File: config.mk
export PLATFORM = sky130hd
export DESIGN_NAME = fir_coef_reload_factor_ctrl
export DESIGN_NICKNAME = d
export VERILOG_FILES = /design/src/hw/fir_ctrl_pkg.sv /design/src/hw/sample_stream_if.sv /design/src/hw/two_entry_buffer.sv /design/src/hw/fir_coef_reload_factor_ctrl.sv
export SDC_FILE = /design/constraint.sdc
export NUM_CORES = 2
export LEC_CHECK = 0
export BUFFER_PORTS_ARGS = -buffer_cell sky130_fd_sc_hd__buf_2
export CAP_MARGIN = 30
export CORE_ASPECT_RATIO = 0.75
export CORE_MARGIN = 1
export CORE_UTILIZATION = 43
export DETAILED_ROUTE_END_ITERATION = 10
export PLACE_DENSITY = 0.57
export REMOVE_ABC_BUFFERS = 1
export SYNTH_ARGS = -nofsm -noshare
export SYNTH_HDL_FRONTEND = slang
export SYNTH_SLANG_ARGS = --single-unit
File: constraint.sdc
create_clock -name clk_sys -period 11.7 [get_ports clk_sys]
set_clock_uncertainty 0.05 [all_clocks]
set_input_delay 1.17 -clock clk_sys [delete_from_list [all_inputs] [get_ports clk_sys]]
set_output_delay 1.17 -clock clk_sys [all_outputs]
set_load 0.01 [all_outputs]
File: src/hw/fir_ctrl_pkg.sv
package fir_ctrl_pkg;

   // ****************************************************************
   // Widths
   // ****************************************************************
   localparam int DATA_W     = 16;
   localparam int COEF_W     = 16;
   localparam int FACTOR_W   = 9;
   localparam int NUM_TAPS   = 64;
   localparam int TAP_AW     = 6;
   localparam int POS_W      = 12;
   localparam int AXI_AW     = 8;
   localparam int AXI_DW     = 32;
   localparam int LEVEL_W    = 2;

   // ****************************************************************
   // Register offsets
   // ****************************************************************
   localparam logic [AXI_AW-1:0] OFF_CTRL       = 8'h00;
   localparam logic [AXI_AW-1:0] OFF_STATUS     = 8'h04;
   localparam logic [AXI_AW-1:0] OFF_FACTOR     = 8'h08;
   localparam logic [AXI_AW-1:0] OFF_COEF_COUNT = 8'h0C;
   localparam logic [AXI_AW-1:0] OFF_COEF_SEL   = 8'h10;
   localparam logic [AXI_AW-1:0] OFF_COEF_DATA  = 8'h14;

   // ****************************************************************
   // Field positions
   // ****************************************************************
   localparam int CTRL_REORDER_BIT = 0;
   localparam int CTRL_SYM_BIT     = 1;
   localparam int CTRL_HALF_BIT    = 2;
   localparam int CTRL_W           = 3;
   localparam int ST_READY_BIT     = 0;
   localparam int ST_VALID_BIT     = 1;
   localparam int ST_LOADING_BIT   = 2;
   localparam int ST_BANK_BIT      = 3;
   localparam int ST_RECONF_BIT    = 4;
   localparam int ST_WAIT_BIT      = 5;

   // ****************************************************************
   // Reset values and timing
   // ****************************************************************
   localparam logic [CTRL_W-1:0]   CTRL_RESET   = 3'h0;
   localparam logic [FACTOR_W-1:0] FACTOR_RESET = 9'h002;
   localparam logic [3:0]          RECONF_CYCLES = 4'h4;
   localparam logic [1:0]          RESP_OKAY    = 2'h0;
   localparam logic [1:0]          RESP_SLVERR  = 2'h2;

   // ****************************************************************
   // Coefficient load sequencing
   // ****************************************************************
   typedef enum logic [2:0] {
      LD_IDLE = 3'h1,
      LD_LOAD = 3'h2,
      LD_WAIT = 3'h4
   } load_state_t;

endpackage

File: src/hw/sample_stream_if.sv
`timescale 1ns/1ps
interface sample_stream_if;
   logic [fir_ctrl_pkg::DATA_W-1:0]  data;
   logic                             valid;
   logic                             ready;
   logic [fir_ctrl_pkg::LEVEL_W-1:0] level;

   modport src (output data, output valid, input ready, input level);
   modport snk (input data, input valid, output ready, output level);
endinterface

File: src/hw/two_entry_buffer.sv
`timescale 1ns/1ps
module two_entry_buffer (
   input  wire logic      clk_sys,
   input  wire logic      rst,
   sample_stream_if.snk   inPort,
   sample_stream_if.src   outPort
);

   logic [fir_ctrl_pkg::DATA_W-1:0]  head_q;
   logic [fir_ctrl_pkg::DATA_W-1:0]  tail_q;
   logic [fir_ctrl_pkg::LEVEL_W-1:0] count_q;
   logic                             push;
   logic                             pop;
   logic                             loadHead;
   logic                             loadTail;
   logic                             shiftHead;

   assign inPort.ready  = (count_q != 2'h2);
   assign inPort.level  = count_q;
   assign outPort.valid = (count_q != 2'h0);
   assign outPort.data  = head_q;

   assign push      = inPort.valid & inPort.ready;
   assign pop       = outPort.valid & outPort.ready;
   assign loadHead  = push & ((count_q == 2'h0) | (pop & count_q == 2'h1));
   assign loadTail  = push & (count_q == 2'h1) & ~pop;
   assign shiftHead = pop & (count_q == 2'h2);

   always_ff @(posedge clk_sys) begin
      if (rst) begin
         count_q <= 2'h0;
      end else begin
         count_q <= count_q + {1'b0, push} - {1'b0, pop};
      end
   end

   // Data words need no reset; valid comes from count
   always_ff @(posedge clk_sys) begin
      if (loadHead) begin
         head_q <= inPort.data;
      end else if (shiftHead) begin
         head_q <= tail_q;
      end
      if (loadTail) begin
         tail_q <= inPort.data;
      end
   end

endmodule // two_entry_buffer

File: src/hw/fir_coef_reload_factor_ctrl.sv
// Register access over AXI4-Lite and the register addresses were left to the implementer.
`timescale 1ns/1ps
module fir_coef_reload_factor_ctrl (
   input  wire logic                                clk_sys,
   input  wire logic                                rst,
   input  wire logic [fir_ctrl_pkg::AXI_AW-1:0]     s_axi_awaddr,
   input  wire logic                                s_axi_awvalid,
   output logic                                     s_axi_awready,
   input  wire logic [fir_ctrl_pkg::AXI_DW-1:0]     s_axi_wdata,
   input  wire logic [3:0]                          s_axi_wstrb,
   input  wire logic                                s_axi_wvalid,
   output logic                                     s_axi_wready,
   output logic [1:0]                               s_axi_bresp,
   output logic                                     s_axi_bvalid,
   input  wire logic                                s_axi_bready,
   input  wire logic [fir_ctrl_pkg::AXI_AW-1:0]     s_axi_araddr,
   input  wire logic                                s_axi_arvalid,
   output logic                                     s_axi_arready,
   output logic [fir_ctrl_pkg::AXI_DW-1:0]          s_axi_rdata,
   output logic [1:0]                               s_axi_rresp,
   output logic                                     s_axi_rvalid,
   input  wire logic                                s_axi_rready,
   input  wire logic [fir_ctrl_pkg::FACTOR_W-1:0]   factorIn,
   input  wire logic                                factorLoad,
   input  wire logic [fir_ctrl_pkg::COEF_W-1:0]     coefIn,
   input  wire logic                                coefWe,
   input  wire logic                                coefCommit,
   input  wire logic [fir_ctrl_pkg::DATA_W-1:0]     sampleIn,
   input  wire logic                                sampleValid,
   output logic                                     inputReady,
   output logic [fir_ctrl_pkg::DATA_W-1:0]          sampleOut,
   output logic                                     sampleOutValid,
   input  wire logic                                sampleOutReady,
   output logic [fir_ctrl_pkg::FACTOR_W-1:0]        activeFactor,
   output logic                                     activeBank
);

   // ****************************************************************
   // Declarations
   // ****************************************************************
   logic [fir_ctrl_pkg::CTRL_W-1:0]     ctrl_q;
   logic [fir_ctrl_pkg::FACTOR_W-1:0]   factor_q;
   logic [3:0]                          reconf_q;
   logic                                bank_q;
   logic                                coefValid_q;
   fir_ctrl_pkg::load_state_t           state_q;
   fir_ctrl_pkg::load_state_t           state_d;
   logic [fir_ctrl_pkg::POS_W-1:0]      pos_q;
   logic [fir_ctrl_pkg::TAP_AW:0]       wrAddr_q;
   logic [fir_ctrl_pkg::TAP_AW:0]       activeCount_q;
   logic [fir_ctrl_pkg::TAP_AW-1:0]     coefSel_q;
   logic [fir_ctrl_pkg::COEF_W-1:0]     coefMem [0:2*fir_ctrl_pkg::NUM_TAPS-1];
   logic                                bvalid_q;
   logic [1:0]                          bresp_q;
   logic                                rvalid_q;
   logic [fir_ctrl_pkg::AXI_DW-1:0]     rdata_q;
   logic [1:0]                          rresp_q;

   logic                                reorderEn;
   logic                                symEn;
   logic                                halfEn;
   logic                                batchStart;
   logic [fir_ctrl_pkg::POS_W-1:0]      posBase;
   logic [fir_ctrl_pkg::POS_W-1:0]      posNum;
   logic [fir_ctrl_pkg::TAP_AW:0]       addrBase;
   logic                                keepSym;
   logic                                keepHalf;
   logic                                keepWord;
   logic                                memWrite;
   logic [fir_ctrl_pkg::TAP_AW:0]       memIndex;
   logic                                factorChange;
   logic                                pathReady;

   logic                                wrTake;
   logic                                rdTake;
   logic                                wrCtrl;
   logic                                wrSel;
   logic                                wrMapped;
   logic                                rdMapped;
   logic [fir_ctrl_pkg::AXI_DW-1:0]     rdValue;
   logic [fir_ctrl_pkg::AXI_DW-1:0]     statusWord;
   logic [fir_ctrl_pkg::COEF_W-1:0]     coefView;

   sample_stream_if                     inStream ();
   sample_stream_if                     outStream ();

   // ****************************************************************
   // Factor capture and reconfiguration
   // ****************************************************************
   assign factorChange = factorLoad & (factorIn != factor_q);

   always_ff @(posedge clk_sys) begin
      if (rst) begin
         factor_q <= fir_ctrl_pkg::FACTOR_RESET;
      end else if (factorLoad) begin
         factor_q <= factorIn;
      end
   end

   // Ready drops for a fixed settle time on every change
   always_ff @(posedge clk_sys) begin
      if (rst) begin
         reconf_q <= 4'h0;
      end else if (factorChange) begin
         reconf_q <= fir_ctrl_pkg::RECONF_CYCLES;
      end else if (reconf_q != 4'h0) begin
         reconf_q <= reconf_q - 4'h1;
      end
   end

   assign activeFactor = factor_q;

   // ****************************************************************
   // Coefficient reorder and trimming
   // ****************************************************************
   assign reorderEn  = ctrl_q[fir_ctrl_pkg::CTRL_REORDER_BIT];
   assign symEn      = ctrl_q[fir_ctrl_pkg::CTRL_SYM_BIT];
   assign halfEn     = ctrl_q[fir_ctrl_pkg::CTRL_HALF_BIT];
   assign batchStart = coefWe & (state_q != fir_ctrl_pkg::LD_LOAD);
   assign posBase    = batchStart ? 12'h000 : pos_q;
   assign posNum     = posBase + 12'h001;
   assign addrBase   = batchStart ? 7'h00 : wrAddr_q;

   // Natural order in, mirrored half dropped
   assign keepSym  = ~symEn |
                     (posNum <= 12'((fir_ctrl_pkg::NUM_TAPS + 1) / 2));
   // Odd positions kept, the final tap always kept
   assign keepHalf = ~halfEn | posNum[0] |
                     (posNum == 12'(fir_ctrl_pkg::NUM_TAPS));
   assign keepWord = ~reorderEn | (keepSym & keepHalf);

   // Words beyond the memory depth are dropped, not wrapped
   assign memWrite = coefWe & keepWord &
                     (addrBase < 7'(fir_ctrl_pkg::NUM_TAPS));
   assign memIndex = {~bank_q, addrBase[fir_ctrl_pkg::TAP_AW-1:0]};

   always_ff @(posedge clk_sys) begin
      if (memWrite) begin
         coefMem[memIndex] <= coefIn;
      end
   end

   always_ff @(posedge clk_sys) begin
      if (rst) begin
         pos_q    <= 12'h000;
         wrAddr_q <= 7'h00;
      end else if (coefWe) begin
         pos_q    <= posNum;
         wrAddr_q <= addrBase + {6'h00, memWrite};
      end
   end

   // ****************************************************************
   // Load sequencing and bank swap
   // ****************************************************************
   always_comb begin
      state_d = state_q;
      case (state_q)
         fir_ctrl_pkg::LD_IDLE: begin
            if (coefWe) begin
               state_d = fir_ctrl_pkg::LD_LOAD;
            end
         end
         fir_ctrl_pkg::LD_LOAD: begin
            // Enable may drop mid-batch; a write from LD_WAIT raises batchStart and restarts the batch at position 0
            if (coefCommit) begin
               state_d = fir_ctrl_pkg::LD_IDLE;
            end else if (!coefWe) begin
               state_d = fir_ctrl_pkg::LD_WAIT;
            end
         end
         fir_ctrl_pkg::LD_WAIT: begin
            if (coefCommit) begin
               state_d = fir_ctrl_pkg::LD_IDLE;
            end else if (coefWe) begin
               state_d = fir_ctrl_pkg::LD_LOAD;
            end
         end
         default: begin
            state_d = fir_ctrl_pkg::LD_IDLE;
         end
      endcase
   end

   always_ff @(posedge clk_sys) begin
      if (rst) begin
         state_q       <= fir_ctrl_pkg::LD_IDLE;
         bank_q        <= 1'b0;
         coefValid_q   <= 1'b0;
         activeCount_q <= 7'h00;
      end else begin
         state_q <= state_d;
         if (coefCommit) begin
            bank_q        <= ~bank_q;
            coefValid_q   <= 1'b1;
            activeCount_q <= wrAddr_q;
         end
      end
   end

   assign activeBank = bank_q;

   // ****************************************************************
   // Sample path
   // ****************************************************************
   // Ready needs room for one late word after it falls
   assign pathReady  = (inStream.level == 2'h0) |
                       ((inStream.level == 2'h1) & sampleOutReady);
   assign inputReady = coefValid_q & (reconf_q == 4'h0) &
                       pathReady;

   assign inStream.data     = sampleIn;
   assign inStream.valid    = sampleValid;
   assign outStream.ready   = sampleOutReady;
   assign sampleOut         = outStream.data;
   assign sampleOutValid    = outStream.valid;

   two_entry_buffer sampleBuffer (
      .clk_sys (clk_sys),
      .rst     (rst),
      .inPort  (inStream),
      .outPort (outStream)
   );

   // ****************************************************************
   // Register bus write side
   // ****************************************************************
   assign wrTake = s_axi_awvalid & s_axi_wvalid & ~bvalid_q;
   assign s_axi_awready = wrTake;
   assign s_axi_wready  = wrTake;
   assign wrCtrl   = wrTake & (s_axi_awaddr == fir_ctrl_pkg::OFF_CTRL);
   assign wrSel    = wrTake & (s_axi_awaddr == fir_ctrl_pkg::OFF_COEF_SEL);
   assign wrMapped = (s_axi_awaddr == fir_ctrl_pkg::OFF_CTRL) |
                     (s_axi_awaddr == fir_ctrl_pkg::OFF_COEF_SEL);

   always_ff @(posedge clk_sys) begin
      if (rst) begin
         ctrl_q    <= fir_ctrl_pkg::CTRL_RESET;
         coefSel_q <= 6'h00;
      end else begin
         // Mode bits change mid-batch at the user's risk
         if (wrCtrl && s_axi_wstrb[0]) begin
            ctrl_q <= s_axi_wdata[fir_ctrl_pkg::CTRL_W-1:0];
         end
         if (wrSel && s_axi_wstrb[0]) begin
            coefSel_q <= s_axi_wdata[fir_ctrl_pkg::TAP_AW-1:0];
         end
      end
   end

   always_ff @(posedge clk_sys) begin
      if (rst) begin
         bvalid_q <= 1'b0;
         bresp_q  <= fir_ctrl_pkg::RESP_OKAY;
      end else if (wrTake) begin
         bvalid_q <= 1'b1;
         bresp_q  <= wrMapped ? fir_ctrl_pkg::RESP_OKAY
                              : fir_ctrl_pkg::RESP_SLVERR;
      end else if (s_axi_bready) begin
         bvalid_q <= 1'b0;
      end
   end

   assign s_axi_bvalid = bvalid_q;
   assign s_axi_bresp  = bresp_q;

   // ****************************************************************
   // Register bus read side
   // ****************************************************************
   assign rdTake = s_axi_arvalid & ~rvalid_q;
   assign s_axi_arready = ~rvalid_q;
   assign coefView = coefMem[{bank_q, coefSel_q}];

   assign statusWord = {26'h000_0000,
                        state_q == fir_ctrl_pkg::LD_WAIT,
                        reconf_q != 4'h0,
                        bank_q,
                        state_q == fir_ctrl_pkg::LD_LOAD,
                        coefValid_q,
                        inputReady};

   assign rdMapped = (s_axi_araddr == fir_ctrl_pkg::OFF_CTRL) |
                     (s_axi_araddr == fir_ctrl_pkg::OFF_STATUS) |
                     (s_axi_araddr == fir_ctrl_pkg::OFF_FACTOR) |
                     (s_axi_araddr == fir_ctrl_pkg::OFF_COEF_COUNT) |
                     (s_axi_araddr == fir_ctrl_pkg::OFF_COEF_SEL) |
                     (s_axi_araddr == fir_ctrl_pkg::OFF_COEF_DATA);

   always_comb begin
      rdValue = 32'h0000_0000;
      if (s_axi_araddr == fir_ctrl_pkg::OFF_CTRL) begin
         rdValue[fir_ctrl_pkg::CTRL_W-1:0] = ctrl_q;
      end else if (s_axi_araddr == fir_ctrl_pkg::OFF_STATUS) begin
         rdValue = statusWord;
      end else if (s_axi_araddr == fir_ctrl_pkg::OFF_FACTOR) begin
         rdValue[fir_ctrl_pkg::FACTOR_W-1:0] = factor_q;
      end else if (s_axi_araddr == fir_ctrl_pkg::OFF_COEF_COUNT) begin
         rdValue[fir_ctrl_pkg::TAP_AW:0] = activeCount_q;
      end else if (s_axi_araddr == fir_ctrl_pkg::OFF_COEF_SEL) begin
         rdValue[fir_ctrl_pkg::TAP_AW-1:0] = coefSel_q;
      end else if (s_axi_araddr == fir_ctrl_pkg::OFF_COEF_DATA) begin
         rdValue[fir_ctrl_pkg::COEF_W-1:0] = coefView;
      end
   end

   always_ff @(posedge clk_sys) begin
      if (rst) begin
         rvalid_q <= 1'b0;
         rdata_q  <= 32'h0000_0000;
         rresp_q  <= fir_ctrl_pkg::RESP_OKAY;
      end else if (rdTake) begin
         rvalid_q <= 1'b1;
         rdata_q  <= rdValue;
         rresp_q  <= rdMapped ? fir_ctrl_pkg::RESP_OKAY
                              : fir_ctrl_pkg::RESP_SLVERR;
      end else if (s_axi_rready) begin
         rvalid_q <= 1'b0;
      end
   end

   assign s_axi_rvalid = rvalid_q;
   assign s_axi_rdata  = rdata_q;
   assign s_axi_rresp  = rresp_q;

endmodule // fir_coef_reload_factor_ctrl

==> results.toml <==
[critical_path]
critPathCaptureType = "register"
cp-start-kind = "register"
cp_max_fo = 112
path_cells = "or3b_1, nand2_1, and2_1, ha_1, nand2_1, o21a_1, or2_2, o311ai_0, o221ai_4, buf_12, nor3_2, buf_4"
cpLargestDelayFamily = "simple AND/OR/NAND/NOR gates"
path_class = "reg2reg"
worst_path_most_repeated_cell = "nand2_1"
critPathRequiredTime_ps = 12170
arrival_ps = 5960
cp_slowest_stage_delay_ps = 860
critPathBufInv = 2
slowest_stage = "nor3_2"

[global_route]
busiest_layer = "met1"
grt.overflow.total = 0
grt.met3_usage_pct = 4.75
grt_pass1_vias = 40700
grt_usage_pct = 23.2
antenna_found_initial = 11
gr-usage-met1_pct = 36.4
use_met2_pct = 32.9
grt_start_max_net_pins = 113
grt_pass1_wl_um = 321000

[clock_network]
clock-sinks = 2155
cts.clk_slew.worst_paths_ps = 60
cts_tree = "yes"
cts_resized = 0
clkLatencyLatePin_ps = 820
max-clock-path-buffers = 3
cts_buffers = 199
cts_hold_buf = 0
cts_setup_buffers = 0
cts_max_level = 4
cts_root_buf = "clkbuf_16"

[synth]
async_reset_ff_share_pct = 0
ys_seq_area_share_pct = 76.4
synth_top_area_share_pct = 74.6
postSynthCellCount = 3964
ys_types = 74
yosysWarnings = 0
ys_seq_elements = 2155
yosys.area.top_type = "edfxtp_1"
synth_edf_count = 2080
yosys-top-cells-count = "edfxtp_1, mux4_2, nor3_1"
synth.avg_cell_area_um2 = 21.1
mappedNetlistArea_um2 = 83800
ys_top_cells_by_area = "edfxtp_1, mux4_2, dfxtp_1"
synthFlopType = "edfxtp_1"
synth.most_common_cell = "edfxtp_1"

[timing]
rsz0062_at_grt = "no"
setup_viol = 0
hold_viol = 0
fin_ws_ps = 6210
worst_pin_slew_ps = 1070
fin_crit_ps = 5490
fin_crit_sh_pct = 46.9
final_max_slew_viol_count = 0
fmax_mhz = 182
slew_headroom_pct = 28.6
whs_ps = 402

[placement]
place_ws_ps = 5690
io_buffers = 126
dp.cells = 6615
hpwl_um = 140000
gp_congestion = 0.894
placed_area_um2 = 88900

[job]
cap_violations = 0

[route]
dr.pass1.iters = 5
viasPerCell = 6.07
drt_iter0_markers = 5565
routedWlPerCell_um = 32.6
routed_wl_um = 227000
ant_nets = 0
vias = 42400
remaining_drc_errors = 0

[power_and_ir_drop]
peakVddDrop_mv = 0.148
power_leakage_nw = 28.9
power_density_nw_per_um2 = 160

[layout]
drive_above_1_share_pct = 30.4
fin_util_pct = 49.4
fin_cells = 6987
area_delta_synth_final_pct = 13.6
num-fill-cells = 15500
fin_area_um2 = 95100
final_nets = 4391

[min_path]
hold_path_class = "reg2reg"

[floorplanning]
coreArea_um2 = 193000
die_y_um = 384
fp.dieW_um = 512
ios = 174
dieArea_um2 = 197000
initial_utilization_pct = 43.5
rows = 139

[status]
status = "finished clean"
[worst paths after layout]
kind | startpoint | endpoint | slack [ps] | depth (start not counted)
setup / recovery | state_q[1]$_SDFFE_PP0P_ | coefMem[57][8]$_DFFE_PP_ | 6210 | 12
hold / removal | s_axi_rresp[1]$_SDFFE_PP0P_ | s_axi_rresp[1]$_SDFFE_PP0P_ | 400 | 2
setup reg to reg | state_q[1]$_SDFFE_PP0P_ | coefMem[57][8]$_DFFE_PP_ | 6210 | 12
hold reg to reg | s_axi_rresp[1]$_SDFFE_PP0P_ | s_axi_rresp[1]$_SDFFE_PP0P_ | 400 | 2
[logic make-up after synthesis]
kind of cell | count (synthesis) | share of synthesized area [%]
other | 1 | 0.00448
XOR/XNOR | 20 | 0.209
adder cells (fa/ha/maj) | 6 | 0.0896
flip-flops | 2155 | 76.4
AO/OA/AOI/OAI | 318 | 2.62
AND/OR/NAND/NOR | 562 | 3.31
buffers and inverters | 265 | 1.63
multiplexers | 637 | 15.8
[through the flow]
stage                     power [mW]  TNS (ps)
after floorplan                 8.81   -170150
after global placement          9.07         0
after detailed placement        9.08         0
after CTS                       15.3         0
after global routing            15.6         0
final                           15.2         0
[placed cells by master, fill, tap and decap left out, drive strengths merged, types with 20 or more instances in the layout]
cell | Yosys | layout
nand3 | 59 | 59
a21oi | 60 | 60
and2 | 22 | 22
a22oi | 97 | 97
nor3 | 162 | 162
o21ai | 34 | 34
nand2 | 106 | 106
edfxtp | 2080 | 2080
clkbuf | 97 | 248
o22ai | 20 | 20
mux2i | 74 | 74
mux4 | 543 | 543
mux2 | 20 | 20
inv | 13 | 24
buf | 154 | 347
dfxtp | 75 | 75
nor2b | 20 | 20
clkinv | 1 | 85
nor2 | 101 | 101
[worst register-to-register path, delay by kind of cell, from the launching register on]
| family | cells | cell delay [ps] |
|---|---|---|
| buffers and inverters | 2 | 750 |
| adder cells (fa/ha/maj) | 1 | 300 |
| AND/OR/NAND/NOR | 6 | 2420 |
| AO/OA/AOI/OAI | 3 | 1260 |
| flip-flops | 1 | 390 |
[flip-flops by register name (all words and copies together), names as in the netlist, 6 cells and up]
| name | cells |
|---|---|
| s_axi_rdata | 16 |
| coefMem | 2048 |
| activeCount_q | 7 |
| sampleBuffer.tail_q | 16 |
| activeFactor | 9 |
| coefSel_q | 6 |
| sampleBuffer.outPort.data | 16 |
| pos_q | 12 |
| wrAddr_q | 7 |
[where the power goes]
group / leakage, nW / internal, mW / total, mW / switching, mW
clock: 3.04 / 3.47 / 6.32 / 2.84
sequential: 19.3 / 8.50 / 8.52 / 0.0209
combinational: 6.51 / 0.0989 / 0.399 / 0.300
[layer usage]
| metal | vias up | routed length (um) | share of wire (%) |
|---|---|---|---|
| li1 | 17300 | - | - |
| met1 | 22800 | 104000 | 46 |
| met2 | 1935 | 98200 | 43 |
| met3 | 285 | 20300 | 8.9 |
| met4 | 2 | 5230 | 2.3 |
| met5 | - | 13 | 0.0057 |
[area by class of cell]
type                       count  area [um2]  area share (%)
inverter                      14        55.1          0.0579
tap                         2538        3180            3.34
antenna                        5        12.5          0.0132
multi-input combinational   1561       19200            20.2
sequential                  2155       64000            67.3
clock inverter               118         956            1.00
timing repair buffer         349        2500            2.63
clock buffer                 247        5260            5.52
Note: power is estimated with default switching activity, not from simulation.
